File: src/verilog/asu_pkg.sv
// Package of constants and types for the asynchronous serial port with FIFOs.
package asu_pkg;
   localparam int ASU_DEPTH         = 16;
   localparam int ASU_PTR_W         = 4;
   localparam int ASU_RX_W          = 12;
   localparam int ASU_DIV_INT_W     = 16;
   localparam int ASU_DIV_FRAC_W    = 6;
   localparam int ASU_LINE_W        = 8;
   localparam int ASU_OVS           = 16;
   localparam int ASU_START_SAMPLE  = 8;
   localparam int ASU_TIMEOUT_BITS  = 32;
   localparam int ASU_EVENT_W       = 7;
   // Line control field positions.
   localparam int ASU_LC_BREAK      = 0;
   localparam int ASU_LC_PARITY_EN  = 1;
   localparam int ASU_LC_EVEN       = 2;
   localparam int ASU_LC_TWO_STOP   = 3;
   localparam int ASU_LC_FIFO_EN    = 4;
   localparam int ASU_LC_LEN_LO     = 5;
   localparam int ASU_LC_STICK      = 7;
   // Event bit positions.
   localparam int ASU_EV_RX_LEVEL   = 0;
   localparam int ASU_EV_TX_LEVEL   = 1;
   localparam int ASU_EV_TIMEOUT    = 2;
   localparam int ASU_EV_FRAME      = 3;
   localparam int ASU_EV_PARITY     = 4;
   localparam int ASU_EV_BREAK      = 5;
   localparam int ASU_EV_OVERRUN    = 6;
   // Receive entry error bit positions above the data byte.
   localparam int ASU_RX_FE         = 8;
   localparam int ASU_RX_PE         = 9;
   localparam int ASU_RX_BE         = 10;
   localparam int ASU_RX_OE         = 11;
   // Reset values.
   localparam logic [2:0] ASU_LEVEL_RESET = 3'h2;
   localparam logic       ASU_PATH_RESET  = 1'h1;

   typedef enum logic [4:0] {
      ASU_IDLE   = 5'h01,
      ASU_START  = 5'h02,
      ASU_DATA   = 5'h04,
      ASU_PARITY = 5'h08,
      ASU_STOP   = 5'h10
   } asu_state_t;
endpackage

File: src/verilog/asu_fifo.sv
// Sixteen-entry FIFO with combinational read data and a selectable one-entry mode.
`timescale 1ns/1ps
module asu_fifo import asu_pkg::*; #(
   parameter int W = 8
) (
   // Clock and reset.
   input  wire logic         mclk,
   input  wire logic         reset_n,
   // Mode and flush.
   input  wire logic         deep,
   input  wire logic         flush,
   // Fill side.
   input  wire logic         in_valid,
   input  wire logic [W-1:0] in_data,
   output logic              in_ready,
   // Drain side; out_data is read straight from storage, valid while out_valid is high.
   output logic              out_valid,
   output logic [W-1:0]      out_data,
   input  wire logic         out_ready,
   // Fill level.
   output logic [ASU_PTR_W:0] count
);
   typedef struct packed {
      logic [ASU_PTR_W-1:0] wp;
      logic [ASU_PTR_W-1:0] rp;
      logic [ASU_PTR_W:0]   n;
   } asu_fifo_st_t;

   asu_fifo_st_t st;
   asu_fifo_st_t next_st;
   logic [W-1:0] mem [ASU_DEPTH];
   logic         push;
   logic         pop;
   logic [ASU_PTR_W:0] cap;

   assign cap       = deep ? (ASU_PTR_W+1)'(ASU_DEPTH) : (ASU_PTR_W+1)'(1);
   assign in_ready  = (st.n < cap) && !flush;
   assign out_valid = (st.n != '0);
   assign push      = in_valid && in_ready;
   assign pop       = out_valid && out_ready && !flush;
   assign count     = st.n;
   assign out_data  = mem[st.rp];

   always_comb begin
      next_st = st;
      if (flush) begin
         next_st = '0;
      end else begin
         if (push) begin
            next_st.wp = st.wp + 1'b1;
         end
         if (pop) begin
            next_st.rp = st.rp + 1'b1;
         end
         next_st.n = st.n + (ASU_PTR_W+1)'(push) - (ASU_PTR_W+1)'(pop);
      end
   end

   always_ff @(posedge mclk or negedge reset_n) begin
      if (!reset_n) begin
         st <= '0;
      end else begin
         st <= next_st;
      end
   end

   // Storage has no reset; the count guards every read.
   always_ff @(posedge mclk) begin
      if (push) begin
         mem[st.wp] <= in_data;
      end
   end
endmodule

File: src/verilog/asu_uart.sv
// Asynchronous serial transmitter and receiver with FIFOs, event status and loopback.
//
// Contract
// [RQ1] Transmit and receive paths have separate enables, both set after reset.
// [RQ2] Disabling the port mid-character finishes that character before stopping.
// [RQ3] Frame: start bit, data LSB first, optional parity, configured stop bits.
// [RQ4] Divisor is 16-bit integer plus 6-bit fraction, setting the bit period.
// [RQ5] Software picks divisor as clock over sixteen times baud, fraction rounded.
// [RQ6] Oversample tick at sixteen times baud; tx bit every sixteen ticks.
// [RQ7] Divisor and line settings load together only on a line-control write.
// [RQ8] Sixteen-entry transmit and receive FIFOs; receive entries carry four status bits.
// [RQ9] Writing transmit data while enabled sends frames until the FIFO empties.
// [RQ10] Busy is set while tx FIFO non-empty or shifter still sending stop bits.
// [RQ11] Receive start sampled on eighth tick; high there means false start.
// [RQ12] Data bits sampled every sixteenth tick, then parity checked if enabled.
// [RQ13] Stop sample low flags framing; each character stored with four error flags. The code always stores the entry's overrun flag as zero.
// [RQ14] Data read gives twelve bits; data write pushes eight bits.
// [RQ15] FIFOs are one-entry after reset; FIFO enable bit makes them sixteen deep.
// [RQ16] Empty and full flags for both FIFOs; overrun in receive status.
// [RQ17] Independent trigger levels of 1/8 to 7/8 depth, both reset to half.
// [RQ18] All seven events are ORed into one interrupt request.
// [RQ19] Events reach the request only when masked in; raw and masked readable.
// [RQ20] Writing one to an event clear bit clears raw and masked status. The code keeps a bit set if its event occurs in the same cycle.
// [RQ21] Timeout after 32 idle bit periods with receive data held; cleared on empty.
// [RQ22] Loopback routes serial output internally to serial input.
// [RQ23] A received break stores one zero character; resume after line high.
// [RQ24] Any write to the error clear port clears all four error status bits. The code keeps the overrun bit set if an overrun occurs in the same cycle.
// [RQ25] Character arriving with receive FIFO full sets overrun and is dropped.
`timescale 1ns/1ps
module asu_uart import asu_pkg::*; (
   // Clock and reset.
   input  wire logic                      mclk,
   input  wire logic                      reset_n,
   // Serial line.
   input  wire logic                      serial_in,
   output logic                           serial_out,
   // Control bits.
   input  wire logic                      global_port_enable,
   input  wire logic                      tx_path_enable,
   input  wire logic                      rx_path_enable,
   input  wire logic                      loopback_enable,
   // Divisor and line control, captured together on line_control_write.
   input  wire logic [ASU_DIV_INT_W-1:0]  divisor_integer_reg,
   input  wire logic [ASU_DIV_FRAC_W-1:0] divisor_fraction_reg,
   input  wire logic [ASU_LINE_W-1:0]     line_control_reg,
   input  wire logic                      line_control_write,
   // Trigger levels, mask and clears.
   input  wire logic [2:0]                tx_level_select,
   input  wire logic [2:0]                rx_level_select,
   input  wire logic                      level_select_write,
   input  wire logic [ASU_EVENT_W-1:0]    event_mask_reg,
   input  wire logic [ASU_EVENT_W-1:0]    event_clear_reg,
   input  wire logic                      error_clear_reg,
   // Data port.
   input  wire logic                      tx_write,
   input  wire logic [7:0]                tx_data,
   input  wire logic                      rx_read,
   output logic [ASU_RX_W-1:0]            data_port_reg,
   // Status.
   output logic                           tx_fifo_empty,
   output logic                           tx_fifo_full,
   output logic                           rx_fifo_empty,
   output logic                           rx_fifo_full,
   output logic                           busy,
   output logic [3:0]                     rx_status_reg,
   output logic [ASU_EVENT_W-1:0]         raw_event_status_reg,
   output logic [ASU_EVENT_W-1:0]         masked_event_status_reg,
   output logic                           irq,
   output logic [2:0]                     tx_level,
   output logic [2:0]                     rx_level
);
   localparam int ACC_W = ASU_DIV_INT_W + ASU_DIV_FRAC_W + 1;

   typedef struct packed {
      logic [ASU_DIV_INT_W+ASU_DIV_FRAC_W-1:0] div;
      logic [ASU_LINE_W-1:0] lc;
      logic [ACC_W-1:0]      acc;
      logic                  tick;
      logic [1:0]            rx_sync;
      asu_state_t            ts;
      logic [3:0]            tph;
      logic [2:0]            tbit;
      logic [7:0]            tsh;
      logic                  tstop2;
      logic                  txd;
      asu_state_t            rs;
      logic [3:0]            rph;
      logic [2:0]            rbit;
      logic [7:0]            rsh;
      logic                  rpar_err;
      logic                  rall0;
      logic                  brk_wait;
      logic [8:0]            idle_ticks;
      logic [3:0]            rsr;
      logic [ASU_EVENT_W-1:0] ris;
      logic [2:0]            txl;
      logic [2:0]            rxl;
      logic [ASU_RX_W-1:0]   dout;
      logic                  busy;
      logic                  irq;
   } asu_st_t;

   asu_st_t st;
   asu_st_t next_st;

   logic [ASU_PTR_W:0]  tx_cnt;
   logic [ASU_PTR_W:0]  rx_cnt;
   logic                tx_valid;
   logic [7:0]          tx_head;
   logic                tx_ready;
   logic                tx_pop;
   logic                rx_valid;
   logic [ASU_RX_W-1:0] rx_head;
   logic                rx_ready;
   logic                rx_push;
   logic [ASU_RX_W-1:0] rx_entry;
   logic                deep;
   logic                rx_line;
   logic [2:0]          len_m1;
   logic                par_bit;
   logic [ASU_PTR_W:0]  tx_trig;
   logic [ASU_PTR_W:0]  rx_trig;
   logic [ASU_EVENT_W-1:0] ev_set;

   assign deep = st.lc[ASU_LC_FIFO_EN]; // [RQ15]

   // Transmit FIFO pops when the shifter loads a character.
   asu_fifo #(.W(8)) u_tx_fifo (
      .mclk      (mclk),
      .reset_n   (reset_n),
      .deep      (deep),
      .flush     (1'b0),
      .in_valid  (tx_write),
      .in_data   (tx_data),
      .in_ready  (tx_ready),
      .out_valid (tx_valid),
      .out_data  (tx_head),
      .out_ready (tx_pop),
      .count     (tx_cnt)
   );

   asu_fifo #(.W(ASU_RX_W)) u_rx_fifo (
      .mclk      (mclk),
      .reset_n   (reset_n),
      .deep      (deep),
      .flush     (1'b0),
      .in_valid  (rx_push),
      .in_data   (rx_entry),
      .in_ready  (rx_ready),
      .out_valid (rx_valid),
      .out_data  (rx_head),
      .out_ready (rx_read),
      .count     (rx_cnt)
   ); // [RQ8]

   ////////////////////////////////////////////////////////////////////////////
   // Shared decode.

   assign len_m1  = {1'b1, st.lc[ASU_LC_LEN_LO+1:ASU_LC_LEN_LO]};
   // Loopback takes the line straight from the shifter, so it needs no synchroniser.
   assign rx_line = loopback_enable ? st.txd : st.rx_sync[1]; // [RQ22]

   function automatic logic [ASU_PTR_W:0] trig(input logic [2:0] sel);
      case (sel)
         3'h0:    trig = 5'h02;
         3'h1:    trig = 5'h04;
         3'h2:    trig = 5'h08;
         3'h3:    trig = 5'h0C;
         default: trig = 5'h0E;
      endcase
   endfunction

   // The one-entry mode has no level to compare; it treats any held word as over the mark.
   assign tx_trig = deep ? trig(st.txl) : 5'h01;
   assign rx_trig = deep ? trig(st.rxl) : 5'h01;

   function automatic logic parity(input logic [7:0] d, input logic [2:0] lm1,
                                   input logic [ASU_LINE_W-1:0] lc);
      logic p;
      p = 1'b0;
      for (int i = 0; i < 8; i++) begin
         if (3'(i) <= lm1) begin
            p = p ^ d[i];
         end
      end
      if (lc[ASU_LC_STICK]) begin
         parity = ~lc[ASU_LC_EVEN];
      end else begin
         parity = p ^ ~lc[ASU_LC_EVEN];
      end
   endfunction

   always_comb begin
      next_st  = st;
      tx_pop   = 1'b0;
      rx_push  = 1'b0;
      rx_entry = '0;
      ev_set   = '0;
      par_bit  = 1'b0;

      next_st.rx_sync = {st.rx_sync[0], serial_in};

      // Baud generator: add 64 per clock, emit a tick each time the divisor is reached.
      next_st.tick = 1'b0;
      if (st.div != '0) begin
         if (st.acc + ACC_W'(64) >= {1'b0, st.div}) begin
            next_st.acc  = st.acc + ACC_W'(64) - {1'b0, st.div}; // [RQ4] [RQ6]
            next_st.tick = 1'b1;
         end else begin
            next_st.acc = st.acc + ACC_W'(64);
         end
      end

      if (line_control_write) begin
         next_st.div = {divisor_integer_reg, divisor_fraction_reg}; // [RQ7]
         next_st.lc  = line_control_reg;
      end
      if (level_select_write) begin
         next_st.txl = tx_level_select;
         next_st.rxl = rx_level_select;
      end

      //////////////////////////////////////////////////////////////////////////
      // Transmitter. The enables gate only the start of a character.
      case (st.ts)
         ASU_IDLE: begin
            next_st.txd = ~st.lc[ASU_LC_BREAK];
            if (tx_valid && global_port_enable && tx_path_enable && st.tick) begin // [RQ9] [RQ2] [RQ1]
               tx_pop         = 1'b1;
               next_st.tsh    = tx_head;
               next_st.ts     = ASU_START;
               next_st.tph    = '0;
               next_st.tbit   = '0;
               next_st.tstop2 = st.lc[ASU_LC_TWO_STOP];
               next_st.txd    = 1'b0; // [RQ3]
            end
         end
         ASU_START, ASU_DATA, ASU_PARITY, ASU_STOP: begin
            if (st.tick) begin
               next_st.tph = st.tph + 1'b1;
               if (st.tph == 4'hF) begin
                  par_bit = parity(st.tsh, len_m1, st.lc);
                  case (st.ts)
                     ASU_START: begin
                        next_st.ts  = ASU_DATA;
                        next_st.txd = st.tsh[0];
                     end
                     ASU_DATA: begin
                        next_st.tbit = st.tbit + 1'b1;
                        next_st.txd  = st.tsh[3'(st.tbit + 1'b1)];
                        if (st.tbit == len_m1) begin
                           next_st.ts  = st.lc[ASU_LC_PARITY_EN] ? ASU_PARITY : ASU_STOP;
                           next_st.txd = st.lc[ASU_LC_PARITY_EN] ? par_bit : 1'b1;
                        end
                     end
                     ASU_PARITY: begin
                        next_st.ts  = ASU_STOP;
                        next_st.txd = 1'b1;
                     end
                     default: begin
                        if (st.tstop2) begin
                           next_st.tstop2 = 1'b0;
                        end else begin
                           next_st.ts  = ASU_IDLE;
                           next_st.txd = ~st.lc[ASU_LC_BREAK];
                        end
                     end
                  endcase
               end
            end
         end
         default: next_st.ts = ASU_IDLE;
      endcase
      next_st.busy = tx_valid || (st.ts != ASU_IDLE); // [RQ10]

      //////////////////////////////////////////////////////////////////////////
      // Receiver.
      if (st.tick) begin
         case (st.rs)
            ASU_IDLE: begin
               if (rx_line) begin
                  next_st.brk_wait = 1'b0; // [RQ23]
               end
               if (!rx_line && !st.brk_wait && global_port_enable && rx_path_enable) begin // [RQ1]
                  next_st.rs  = ASU_START;
                  next_st.rph = 4'h1;
               end
            end
            ASU_START: begin
               next_st.rph = st.rph + 1'b1;
               if (st.rph == 4'(ASU_START_SAMPLE - 1)) begin
                  next_st.rph      = '0;
                  next_st.rbit     = '0;
                  next_st.rall0    = 1'b1;
                  next_st.rpar_err = 1'b0;
                  next_st.rsh      = '0;
                  next_st.rs       = rx_line ? ASU_IDLE : ASU_DATA; // [RQ11]
               end
            end
            ASU_DATA, ASU_PARITY, ASU_STOP: begin
               next_st.rph = st.rph + 1'b1;
               if (st.rph == 4'hF) begin
                  next_st.rall0 = st.rall0 & ~rx_line;
                  case (st.rs)
                     ASU_DATA: begin
                        next_st.rsh[st.rbit] = rx_line; // [RQ12]
                        next_st.rbit = st.rbit + 1'b1;
                        if (st.rbit == len_m1) begin
                           next_st.rs = st.lc[ASU_LC_PARITY_EN] ? ASU_PARITY : ASU_STOP;
                        end
                     end
                     ASU_PARITY: begin
                        next_st.rpar_err = rx_line ^ parity(st.rsh, len_m1, st.lc); // [RQ12]
                        next_st.rs       = ASU_STOP;
                     end
                     default: begin
                        next_st.rs  = ASU_IDLE;
                        rx_entry[7:0]       = st.rsh;
                        rx_entry[ASU_RX_FE] = ~rx_line; // [RQ13]
                        rx_entry[ASU_RX_PE] = st.rpar_err;
                        rx_entry[ASU_RX_BE] = st.rall0 & ~rx_line;
                        if (st.rall0 & ~rx_line) begin
                           rx_entry[ASU_RX_FE] = 1'b0;
                           rx_entry[ASU_RX_PE] = 1'b0;
                           next_st.brk_wait    = 1'b1; // [RQ23]
                        end
                        if (rx_ready) begin
                           rx_push = 1'b1; // [RQ13]
                           ev_set[ASU_EV_FRAME]  = rx_entry[ASU_RX_FE];
                           ev_set[ASU_EV_PARITY] = rx_entry[ASU_RX_PE];
                           ev_set[ASU_EV_BREAK]  = rx_entry[ASU_RX_BE];
                        end else begin
                           ev_set[ASU_EV_OVERRUN] = 1'b1; // [RQ25]
                        end
                     end
                  endcase
               end
            end
            default: next_st.rs = ASU_IDLE;
         endcase
      end

      // Timeout counts ticks since the last arrival; 32 bits is 512 ticks.
      if (rx_push || !rx_valid) begin
         next_st.idle_ticks = '0;
      end else if (st.tick && st.idle_ticks != 9'h1FF) begin
         next_st.idle_ticks = st.idle_ticks + 1'b1;
      end
      ev_set[ASU_EV_TIMEOUT] = st.tick && rx_valid && (st.idle_ticks == 9'(ASU_TIMEOUT_BITS*ASU_OVS - 2)); // [RQ21]
      ev_set[ASU_EV_TX_LEVEL] = (tx_cnt < tx_trig) && st.busy; // [RQ17]
      ev_set[ASU_EV_RX_LEVEL] = (rx_cnt >= rx_trig); // [RQ17]

      // Set wins over clear on every event bit.
      next_st.ris = (st.ris & ~event_clear_reg) | ev_set; // [RQ20]
      if (rx_read && rx_cnt == 5'h01) begin
         next_st.ris[ASU_EV_TIMEOUT] = ev_set[ASU_EV_TIMEOUT]; // [RQ21]
      end

      next_st.rsr[ASU_RX_OE-8] = st.rsr[ASU_RX_OE-8] | ev_set[ASU_EV_OVERRUN]; // [RQ16]
      if (rx_read && rx_valid) begin
         next_st.dout = rx_head; // [RQ14]
         next_st.rsr[2:0] = rx_head[ASU_RX_BE:ASU_RX_FE];
      end
      if (error_clear_reg) begin
         next_st.rsr = {ev_set[ASU_EV_OVERRUN], 3'h0}; // [RQ24]
      end
      next_st.irq = |(st.ris & event_mask_reg); // [RQ18] [RQ19]
   end

   always_ff @(posedge mclk or negedge reset_n) begin
      if (!reset_n) begin
         st         <= '0;
         st.rx_sync <= 2'h3;
         st.ts      <= ASU_IDLE;
         st.rs      <= ASU_IDLE;
         st.txd     <= 1'b1;
         st.txl     <= ASU_LEVEL_RESET; // [RQ17]
         st.rxl     <= ASU_LEVEL_RESET;
      end else begin
         st <= next_st;
      end
   end

   // Path enables are inputs reset outside; ASU_PATH_RESET is their documented default.
   assign serial_out              = st.txd;
   assign data_port_reg           = st.dout;
   assign tx_fifo_empty           = (tx_cnt == '0); // [RQ16]
   assign tx_fifo_full            = !tx_ready;
   assign rx_fifo_empty           = !rx_valid;
   assign rx_fifo_full            = !rx_ready;
   assign busy                    = st.busy;
   assign rx_status_reg           = st.rsr;
   assign raw_event_status_reg    = st.ris;
   assign masked_event_status_reg = st.ris & event_mask_reg; // [RQ19]
   assign irq                     = st.irq;
   assign tx_level                = st.txl;
   assign rx_level                = st.rxl;
endmodule

File: config.mk
export PLATFORM = sky130hd
export DESIGN_NAME = asu_uart
export DESIGN_NICKNAME = d
export VERILOG_FILES = /design/src/verilog/asu_pkg.sv /design/src/verilog/asu_fifo.sv /design/src/verilog/asu_uart.sv
export SDC_FILE = /design/constraint.sdc
export NUM_CORES = 1
export LEC_CHECK = 0
export BUFFER_PORTS_ARGS = -buffer_cell sky130_fd_sc_hd__buf_2
export CAP_MARGIN = 20
export CORE_MARGIN = 4
export CORE_UTILIZATION = 58
export CTS_BUF_LIST = sky130_fd_sc_hd__clkbuf_8
export DETAILED_ROUTE_END_ITERATION = 10
export GPL_TIMING_DRIVEN = 0
export PLACE_DENSITY = 0.79
export RECOVER_POWER = 100
export SLEW_MARGIN = 25
export SYNTH_ARGS = -nofsm -noshare
export SYNTH_HDL_FRONTEND = slang
export SYNTH_HIERARCHICAL = 1
export SYNTH_SLANG_ARGS = --single-unit
File: constraint.sdc
create_clock -name mclk -period 3.95 [get_ports mclk]
set_clock_uncertainty 0.15 [all_clocks]
set_input_delay 0.1975 -clock mclk [delete_from_list [all_inputs] [get_ports mclk]]
set_output_delay 0.1975 -clock mclk [all_outputs]
set_load 0.02 [all_outputs]
==> metrics, run 1 <==
status finished with violations; failing checks max-capacitance violations, max-slew violations; DP Area ~25000 µm²; slew margin rel. -46.2%; Worst Path Buf+Inv 2; Max Cap Viol 2; initial antenna violation count 0; synthesized area approximately 23000 µm²; Largest delay share family, worst path simple AND/OR/NAND/NOR gates; period utilization 95.8%; Final ANT Viol Nets 0; power density cells 620 nW/µm²; Clk pwr share between 20% and 30%; starting density of the core 59.2%; Max Fanout on Critical Path 8; crit path max-delay cell type or4_4; CTS Buf Count 80; Netlist cell types 96; RR Startpoint st[94]; gpl congestion 0.903; Setup crit start kind flip-flop; CTS clk-pin slew, worst paths 0.06 ns; first-pass GRT wire length 85000 µm; I/O pin count 113; Final nets 2196; TritonCTS Sinks 487; hold-critical path depth 4; Post-Route Setup TNS 0 ns; worst r2r dst st[92]; commonest non-fill, non-tap cell in the layout edfxtp_1; Worst Path Required 4.31 ns; Die Span Y approximately 210 µm; NetSw 5590 µW; fraction of layout cells with a size suffix above 1 between 20% and 30%; largest registers u_rx_fifo/mem: 192 flops, u_tx_fifo/mem: 128 flops, st: 105 flops; Leak around 0.011 µW; Reg with most FFs u_rx_fifo/mem; Iter 0 DRT Violations between 1k and 1.5k; fin area roughly 27000 µm²; core area 39100 µm²; ys flop type edfxtp_1; Synth Warn # 6; Seq/Total Area, Yosys 59.6%; CTS tree yes; EDFF count, synth 320; CP arrival 4.14 ns; post-DP HPWL 35900 µm; CTS H-tree depth 3; Die Area 43200 µm²; global route total overflow 0; drt wl/cell 20.4 µm; CTS root buffer clkbuf_8; Synth Instances between 1.5k and 2k; ANT cells 0; Finished Core Util between 60% and 70%; R2R setup slack between 0.15 and 0.2 ns; drt pass-1 iters 7; Clock Latency Late Sink 0.65 ns; combinational share of power ~34%; R2R cell count 15; Die X 208 µm; Crit. End Element flip-flop; async set-or-reset flop fraction in the synthesized netlist 34.3%; Syn Area/Cell 13.2 µm²; Max Slew Vio Count 111; commonest cells after routing, fill and taps aside 320 x edfxtp_1, 158 x dfrtp_1, 108 x nor2_1; Pint 11300 µW; Worst Hold Class input pin to flip-flop; max frequency 264 MHz; min cycle time layout roughly 3.8 ns; mean number of vias per cell 5.89; Overall Global Routing Usage 24.5%; hold path startpoint loopback_enable; Synth Register Bits just under 500; routed vias 15.6k; hold path endpoint st[49]; measured slew at the worst slew-check pin 2.19 ns; sequential share of power 37.5%; port buffer count 109; clk buf depth 3; WS Path Type flip-flop to flip-flop; switching part of the total 33.1%; worst hold slack 0.0539 ns; crit path cell chain ha_2 -> and3_4 -> nand2_2 -> nor2_2 -> xor2_2 -> ha_1 -> nand4_1 -> o221a_1 -> or4_4 -> a31oi_4 -> or2_1 -> buf_6 -> o21ai_4 -> buf_12 -> mux2_4; Setup violations, final 0; Routed WL 53900 µm; vias in the first global route 15.8k; VDD IR max 488 µV; final hold viol count 0; Worst path max stage delay about 0.52 ns; max FFs per register 192; total chip power approximately 17000 µW; row cnt 72; DRC 0; Synth-to-Final Area Change 17.4%; largest net degree at the start of global routing 65
## worst max path at each step
stage,from,to,cells after the start
CTS,st[94],st[92],15
global placement,st[59],u_rx_fifo/mem[3][4],10
finish,st[94],st[92],15
global route,deep,u_rx_fifo/count[4],17
detailed placement,st[59],u_rx_fifo/count[4],17
floorplan,st[59],u_rx_fifo/count[4],17
## final cells by class
type | instances | area (µm²)
inverter | 79 | 297
tap | 518 | 648
sequential | 487 | 13800
multi-input combinational | 1093 | 8550
clock inverter | 48 | 379
buffer | 108 | 683
fill | 2656 | 11900
clock buffer | 102 | 1400
timing repair buffer | 209 | 1420
## cells by family (layout without fill, tap and decap cells)
| family | Yosys count | in the layout | synth area share (%) |
|---|---|---|---|
| fa+ha+maj | 68 | 68 | 3.77 |
| buf+inv | 189 | 546 | 4.19 |
| mux | 184 | 184 | 11.0 |
| compound gates | 294 | 294 | 8.53 |
| flops | 487 | 487 | 59.6 |
| xor+xnor | 75 | 75 | 2.84 |
| simple gates | 454 | 454 | 10.1 |
| other cells | 1 | 18 | 0.0162 |
## Yosys cell counts (5+ instances only)
master	number	area, µm²
edfxtp_1	320	9610
inv_1	78	293
nand2b_1	19	119
dfstp_2	7	184
nand3_1	44	220
and3_1	29	181
mux2_2	67	754
mux4_1	10	263
mux2_1	22	248
nor2b_1	21	131
and2_1	21	131
o21ai_0	89	445
o21bai_1	7	52.6
clkbuf_1	35	131
nor3_1	38	190
a211oi_1	11	82.6
o22ai_1	21	131
nor2_1	114	428
o21a_1	10	75.1
buf_6	8	90.1
xnor2_1	35	307
mux4_2	32	721
buf_2	11	55.1
nand3b_1	8	60.1
buf_4	44	330
or3_1	5	31.3
a21oi_1	46	230
nor4_1	8	50.1
or4_1	5	37.5
buf_1	8	30.0
o221ai_1	9	78.8
ha_1	65	813
a21o_1	6	45.0
mux2i_1	49	490
a221o_1	12	120
nand4_1	13	81.3
dfrtp_1	160	4000
a22o_1	16	140
o21ai_1	7	35.0
nand2_1	94	353
o211ai_1	8	60.1
a22oi_1	10	75.1
xor2_1	40	350
## power by group through the flow
stage	Combinational (µW)	Clock (µW)	Sequential, µW
after floorplan	4240	0	6290
after global placement	5240	0	6380
after detailed placement	5420	0	6400
after CTS	5640	4860	6310
after global routing	6270	5110	6380
final	5750	4770	6330
## stage by stage
stage	setup WS, ns	cells
2_1_floorplan	0.227	1769
3_3_place_gp	-1.01	2396
3_5_place_dp	-0.655	2400
4_1_cts	0.0252	2628
5_1_grt	-0.0283	2644
6_report	0.164	2644
## metal layers
metal	track usage, %	wire, µm	up-vias	share of wire, %
li1	-	-	7102	-
met1	31.3	21400	7771	40
met3	4.16	3230	123	6.0
met4	7.66	1420	0	2.6
met2	43.0	27900	589	52
met5	0	0	-	0
## worst register-to-register path, delay by kind of cell, from the launching register on
| family | cells | cell delay [ns] |
|---|---|---|
| AND/OR/NAND/NOR | 6 | 1.31 |
| adder cells (fa/ha/maj) | 2 | 0.60 |
| flip-flops | 1 | 0.40 |
| multiplexers | 1 | 0.30 |
| buffers and inverters | 2 | 0.27 |
| XOR/XNOR | 1 | 0.10 |
| AO/OA/AOI/OAI | 3 | 0.55 |
## repair_timing
action / 4_1_cts / 5_1_grt
hold endpoints to repair: 298 / 0
hold buffers: 75 / 0
cloned: 0 / 1
setup endpoints to repair: 108 / 25
resized for setup: 17 / 20
setup buffers: 4 / 16
pin swaps: 2 / 13
(Power assumes the default switching activity.)
==> run 2: changes to the inputs <==
- BUFFER_PORTS_ARGS: -buffer_cell sky130_fd_sc_hd__buf_2 -> -buffer_cell sky130_fd_sc_hd__buf_4
==> run 2 against run 1 <==
  * The run still ends with max-capacitance violations, max-slew violations left
  * Die area did not move
  * Register-to-register slack about the same
  * Routed wire length fell by 0.40%
  * Clock power shrank 9.4%
  * Worst setup slack improved by 0.011 ns
  * Final area grew 0.13%
  * Critical endpoint is now u_tx_fifo/count[4]
  * First-iteration DRC count decreased by 7.4%
  * Clock-buffer cell count decreased by 13
  * Final cell count is essentially flat
  * Hold slack got worse by 0.025 ns
==> metrics, run 2 (synthesis results as in run 1) <==
Worst Hold Class input pin to flip-flop; CTS clk-pin slew, worst paths 0.06 ns; gpl congestion 0.891; initial antenna violation count 0; total chip power approximately 16000 µW; Crit. End Element flip-flop; VDD IR max 525 µV; commonest cells after routing, fill and taps aside 320 x edfxtp_1, 158 x dfrtp_1, 128 x buf_4; Fill cells 2673; hold path endpoint st[50]; post-DP HPWL 35800 µm; slew margin rel. -48.9%; I/O pin count 113; TritonCTS Sinks 487; power density cells between 600 and 700 nW/µm²; Final nets 2200; Reg with most FFs u_rx_fifo/mem; port buffer count 109; status finished with violations; first-pass GRT wire length 85700 µm; hold path startpoint loopback_enable; DRC 0; mean number of vias per cell 5.85; drt wl/cell about 20 µm; Setup crit start kind flip-flop; Die Area 43200 µm²; core area a little under 40000 µm²; largest registers u_rx_fifo/mem: 192 flops, u_tx_fifo/mem: 128 flops, st: 105 flops; Die Span Y 208 µm; max FFs per register 192; flip-flop and latch area around 14000 µm²; Iter 0 DRT Violations ~1.1k; clk buf depth 3; final hold viol count 0; min cycle time layout about 3.8 ns; worst r2r dst u_tx_fifo/count[4]; ANT cells 0; fraction of layout cells with a size suffix above 1 approximately a fifth; starting density of the core 59.2%; RR Startpoint u_tx_fifo/count[2]; WS Path Type flip-flop to flip-flop; vias in the first global route roughly 16k; routed vias 15.5k; largest net degree at the start of global routing 86; global route total overflow 0; pre-CTS WS -0.599 ns; R2R cell count 16; Die X 208 µm; CTS Buf Count 80; row cnt 72; R2R setup slack approximately 0.17 ns; Max Fanout on Critical Path 13; Clock Latency Late Sink 0.64 ns; drt pass-1 iters 5; Finished Core Util 69.6%; Leak approximately 0.011 µW; worst hold slack ~0.029 ns; period utilization 95.6%; Final WS setup approximately 0.17 ns; CTS H-tree depth 3; Final ANT Viol Nets 0; CP arrival 4.18 ns; CTS root buffer clkbuf_8; commonest non-fill, non-tap cell in the layout edfxtp_1; Routed WL 53700 µm; Max Cap Viol 1; measured slew at the worst slew-check pin 2.23 ns; hold-critical path depth 4; Synth-to-Final Area Change 17.5%; Worst Path Required 4.35 ns; CTS tree yes; max frequency between 200 and 300 MHz; Max Slew Vio Count 86; failing checks max-capacitance violations, max-slew violations; area occupied by multi-input gates 8540 µm²; Overall Global Routing Usage 24.7%; Setup violations, final 0
## run 2: area by class of cell
cell class	instances	area share [%]
sequential	487	50.7
inverter	79	1.09
tap	518	2.38
timing repair buffer	213	6.17
buffer	108	2.50
clock buffer	89	4.50
clock inverter	59	1.30
multi-input combinational	1093	31.4
## run 2: repair_timing
item / in CTS / in global routing
pin swaps: 2 / 10
resized for setup: 17 / 11
endpoints found under the setup margin: 105 / 26
gates cloned: 0 / 1
hold buffers: 80 / 0
setup buffers: 5 / 14
hold endpoints to repair: 306 / 0
## run 2: report_power, final
part / internal (µW) / switching [µW] / total, µW / leakage, µW
Clock: 2340 / 1990 / 4320 / 0.000918
Sequential: 5900 / 429 / 6330 / 0.00541
Combinational: 2710 / 3110 / 5820 / 0.00478
Total: 10900 / 5530 / 16500 / 0.0111
## run 2: critical path: stages (launching register included)
cell and delay, ns:
dfrtp_1 0.40, inv_1 0.13, ha_1 0.15, or4b_1 0.59
nand4_1 0.22, nor2_1 0.08, clkbuf_4 0.24, nand2_1 0.14
nor2_1 0.07, ha_1 0.27, inv_1 0.04, ha_1 0.20
fa_1 0.38, nor2b_1 0.16, o21bai_1 0.20, a21oi_1 0.10
nor3b_1 0.17
## run 2: routing by layer
layer / wire length (µm) / track usage [%] / up-vias / share of wire (%)
met5: 0 / 0 / - / 0
li1: - / - / 7115 / -
met4: 1380 / 8.20 / 0 / 2.6
met2: 27500 / 42.6 / 537 / 51
met1: 21700 / 31.9 / 7729 / 40
met3: 3080 / 4.31 / 108 / 5.7
## run 2: stage by stage
step | TNS [ns] | instances | area [µm²]
6_report | 0 | 2646 | 27200
3_3_place_gp | -16.20 | 2396 | 24700
4_1_cts | 0 | 2632 | 27300
3_5_place_dp | -6.71 | 2400 | 24800
2_1_floorplan | 0 | 1769 | 23200
5_1_grt | -0.00313 | 2646 | 27200
## run 2: how the worst max path moves through the flow
stage | from | endpoint
2_1_floorplan | st[59] | u_rx_fifo/count[4]
3_3_place_gp | st[59] | u_rx_fifo/mem[3][0]
3_5_place_dp | st[59] | u_rx_fifo/count[4]
4_1_cts | u_rx_fifo/count[1] | u_rx_fifo/count[4]
5_1_grt | st[87] | u_rx_fifo/count[4]
6_report | u_tx_fifo/count[2] | u_tx_fifo/count[4]
==> run 3: changes to the inputs <==
- GPL_TIMING_DRIVEN: 0 -> unset
==> run 3 against run 2 <==
  * The run still ends with max-capacitance violations, max-slew violations left
  * Sequential power grew 2%
  * Combinational power shrank 8.9%
  * First-iteration DRC count shrank 4.3%
  * Sequential cell count is the same
  * Critical endpoint is now st[110]
  * Highest routed layer unchanged
==> metrics, run 3 (synthesis results as in run 1) <==
Iter 0 DRT Violations 1067; M2 GR Usage about two fifths; Overall Global Routing Usage about a quarter; met1 Track Usage GR 30.0%; largest net degree at the start of global routing between 70 and 80; I/O pin count 113; Crit. End Element flip-flop; Die Area 43200 µm²; Die Span Y 208 µm; Die X roughly 210 µm; drt wl/cell 19.8 µm; Largest delay share family, worst path simple AND/OR/NAND/NOR gates; Setup violations, final 0; Max Slew Vio Count 107; first-pass GRT wire length 82300 µm; Final WS setup 0.178 ns; CTS root buffer clkbuf_8; ANT cells 0; TritonCTS Sinks around 490; initial antenna violation count 0; largest registers u_rx_fifo/mem: 192 flops, u_tx_fifo/mem: 128 flops, st: 105 flops; crit path cell chain ha_2 -> and3_1 -> nand2_1 -> nor2_1 -> xor2_1 -> ha_2 -> nand4_1 -> o221a_1 -> or4_4 -> a31oi_4 -> nor3_4 -> buf_4 -> or3_1 -> a21oi_1; period utilization between 90% and 100%; measured slew at the worst slew-check pin 1.87 ns; max frequency 265 MHz; fraction of layout cells with a size suffix above 1 16.1%; pre-CTS WS 0.0123 ns; Routed WL 51200 µm; port buffer count about 110; Finished Layout Cells 2587; commonest non-fill, non-tap cell in the layout edfxtp_1; final hold viol count 0; Worst Path Buf+Inv 1; CTS clk-pin slew, worst paths 0.07 ns; Clock Latency Late Sink 0.64 ns; Setup crit start kind flip-flop; vias in the first global route 15.6k; max FFs per register 192; drt pass-1 iters 5; met3 Track Usage GR under 10%; placed cells 2319; fin area 26800 µm²; WS Path Type flip-flop to flip-flop; slew margin rel. -24.6%; status finished with violations; post-DP HPWL 33900 µm; global route total overflow 0; Final ANT Viol Nets 0; failing checks max-capacitance violations, max-slew violations; power density cells 589 nW/µm²; clk buf depth 3; CTS tree yes; Worst path max stage delay 0.52 ns; VDD IR max 444 µV; Worst Hold Class input pin to flip-flop; commonest cells after routing, fill and taps aside 320 x edfxtp_1, 158 x dfrtp_1, 121 x dlygate4sd3_1; DRC 0; CP arrival 4.19 ns; CTS Buf Count 79; CTS H-tree depth 3; crit path max-delay cell type or4_4; Max Fanout on Critical Path 7; Max Cap Viol 2; core area 39100 µm²; routed vias 15.1k; Final nets between 2k and 2.5k; Synth-to-Final Area Change 15.6%; mean number of vias per cell 5.82; Worst Path Required 4.37 ns; min cycle time layout 3.77 ns; Worst path most repeated cell ha_2; gr busiest metal met2; row cnt around 70; Reg with most FFs u_rx_fifo/mem; DP Area 24300 µm²; gpl congestion 0.866; Leak 0.0108 µW; starting density of the core 59.2%
run 3: cell types whose count changed in the layout (fill, tap and decap cells not counted), moves of 6 or more:
cell and delta:
buf_4 -65, dlygate4sd3_1 +41, clkbuf_1 -19, clkbuf_4 +14
buf_6 -11, buf_2 -9, clkinv_2 -7, buf_1 -6
inv_1 +6
run 3: area by class of cell:
class / count / area (µm²)
clock buffers: 89 / 1220
clock inverters: 56 / 235
fillers: 2716 / 12300
inverters: 79 / 297
multi-input cells: 1093 / 8470
flip-flops and latches: 487 / 13800
well taps: 518 / 648
repair buffers: 265 / 2100
run 3: timing repair:
action,4_1_cts,5_1_grt
buffers inserted,0,2
endpoints found under the hold margin,269,0
resized for setup,1,10
hold buffers,121,0
endpoints found under the setup margin,3,21
pin swaps,0,1
run 3: path summary, 6_finish.rpt:
check,startpoint,end,slack (ns),depth (start not counted)
setup reg to reg,st[94],st[110],0.18,14
setup / recovery,st[94],st[110],0.18,14
hold reg to reg,next_st[86],st[86],0.23,0
max in group asynchronous,reset_n,st[46],0.75,3
min in group asynchronous,reset_n,u_rx_fifo/st[12],0.47,2
hold / removal,serial_in,next_st[86],0.06,2
run 3: through the flow:
stage / util, % / hold slack (ns) / total power (µW) / setup TNS, ns
after CTS: 69.0 / 0.00781 / 15900 / 0
final: 68.5 / 0.0624 / 15800 / 0
after detailed placement: 62.1 / 0.126 / 11800 / 0
after global routing: 68.5 / 0.0330 / 16700 / -0.00846
after global placement: 62.1 / 0.128 / 11500 / 0
after floorplan: - / -0.248 / 10500 / 0
run 3: worst reg2reg max path: cells and delay by family (launching register included):
family,cells,cell delay [ns]
compound gates,3,0.60
fa+ha+maj,2,0.63
simple gates,7,1.63
xor+xnor,1,0.11
flops,1,0.41
buf+inv,1,0.18
run 3: where the power goes:
group          internal [µW]  switching [µW]
clock                   2060            1940
sequential              5900             564
combinational           2440            2870
total                  10400            5370
run 3: layer usage:
layer | up-vias | routed length [µm]
met5 | - | 0
met2 | 509 | 26600
met1 | 7441 | 20200
li1 | 6998 | -
met3 | 112 | 3030
met4 | 0 | 1320
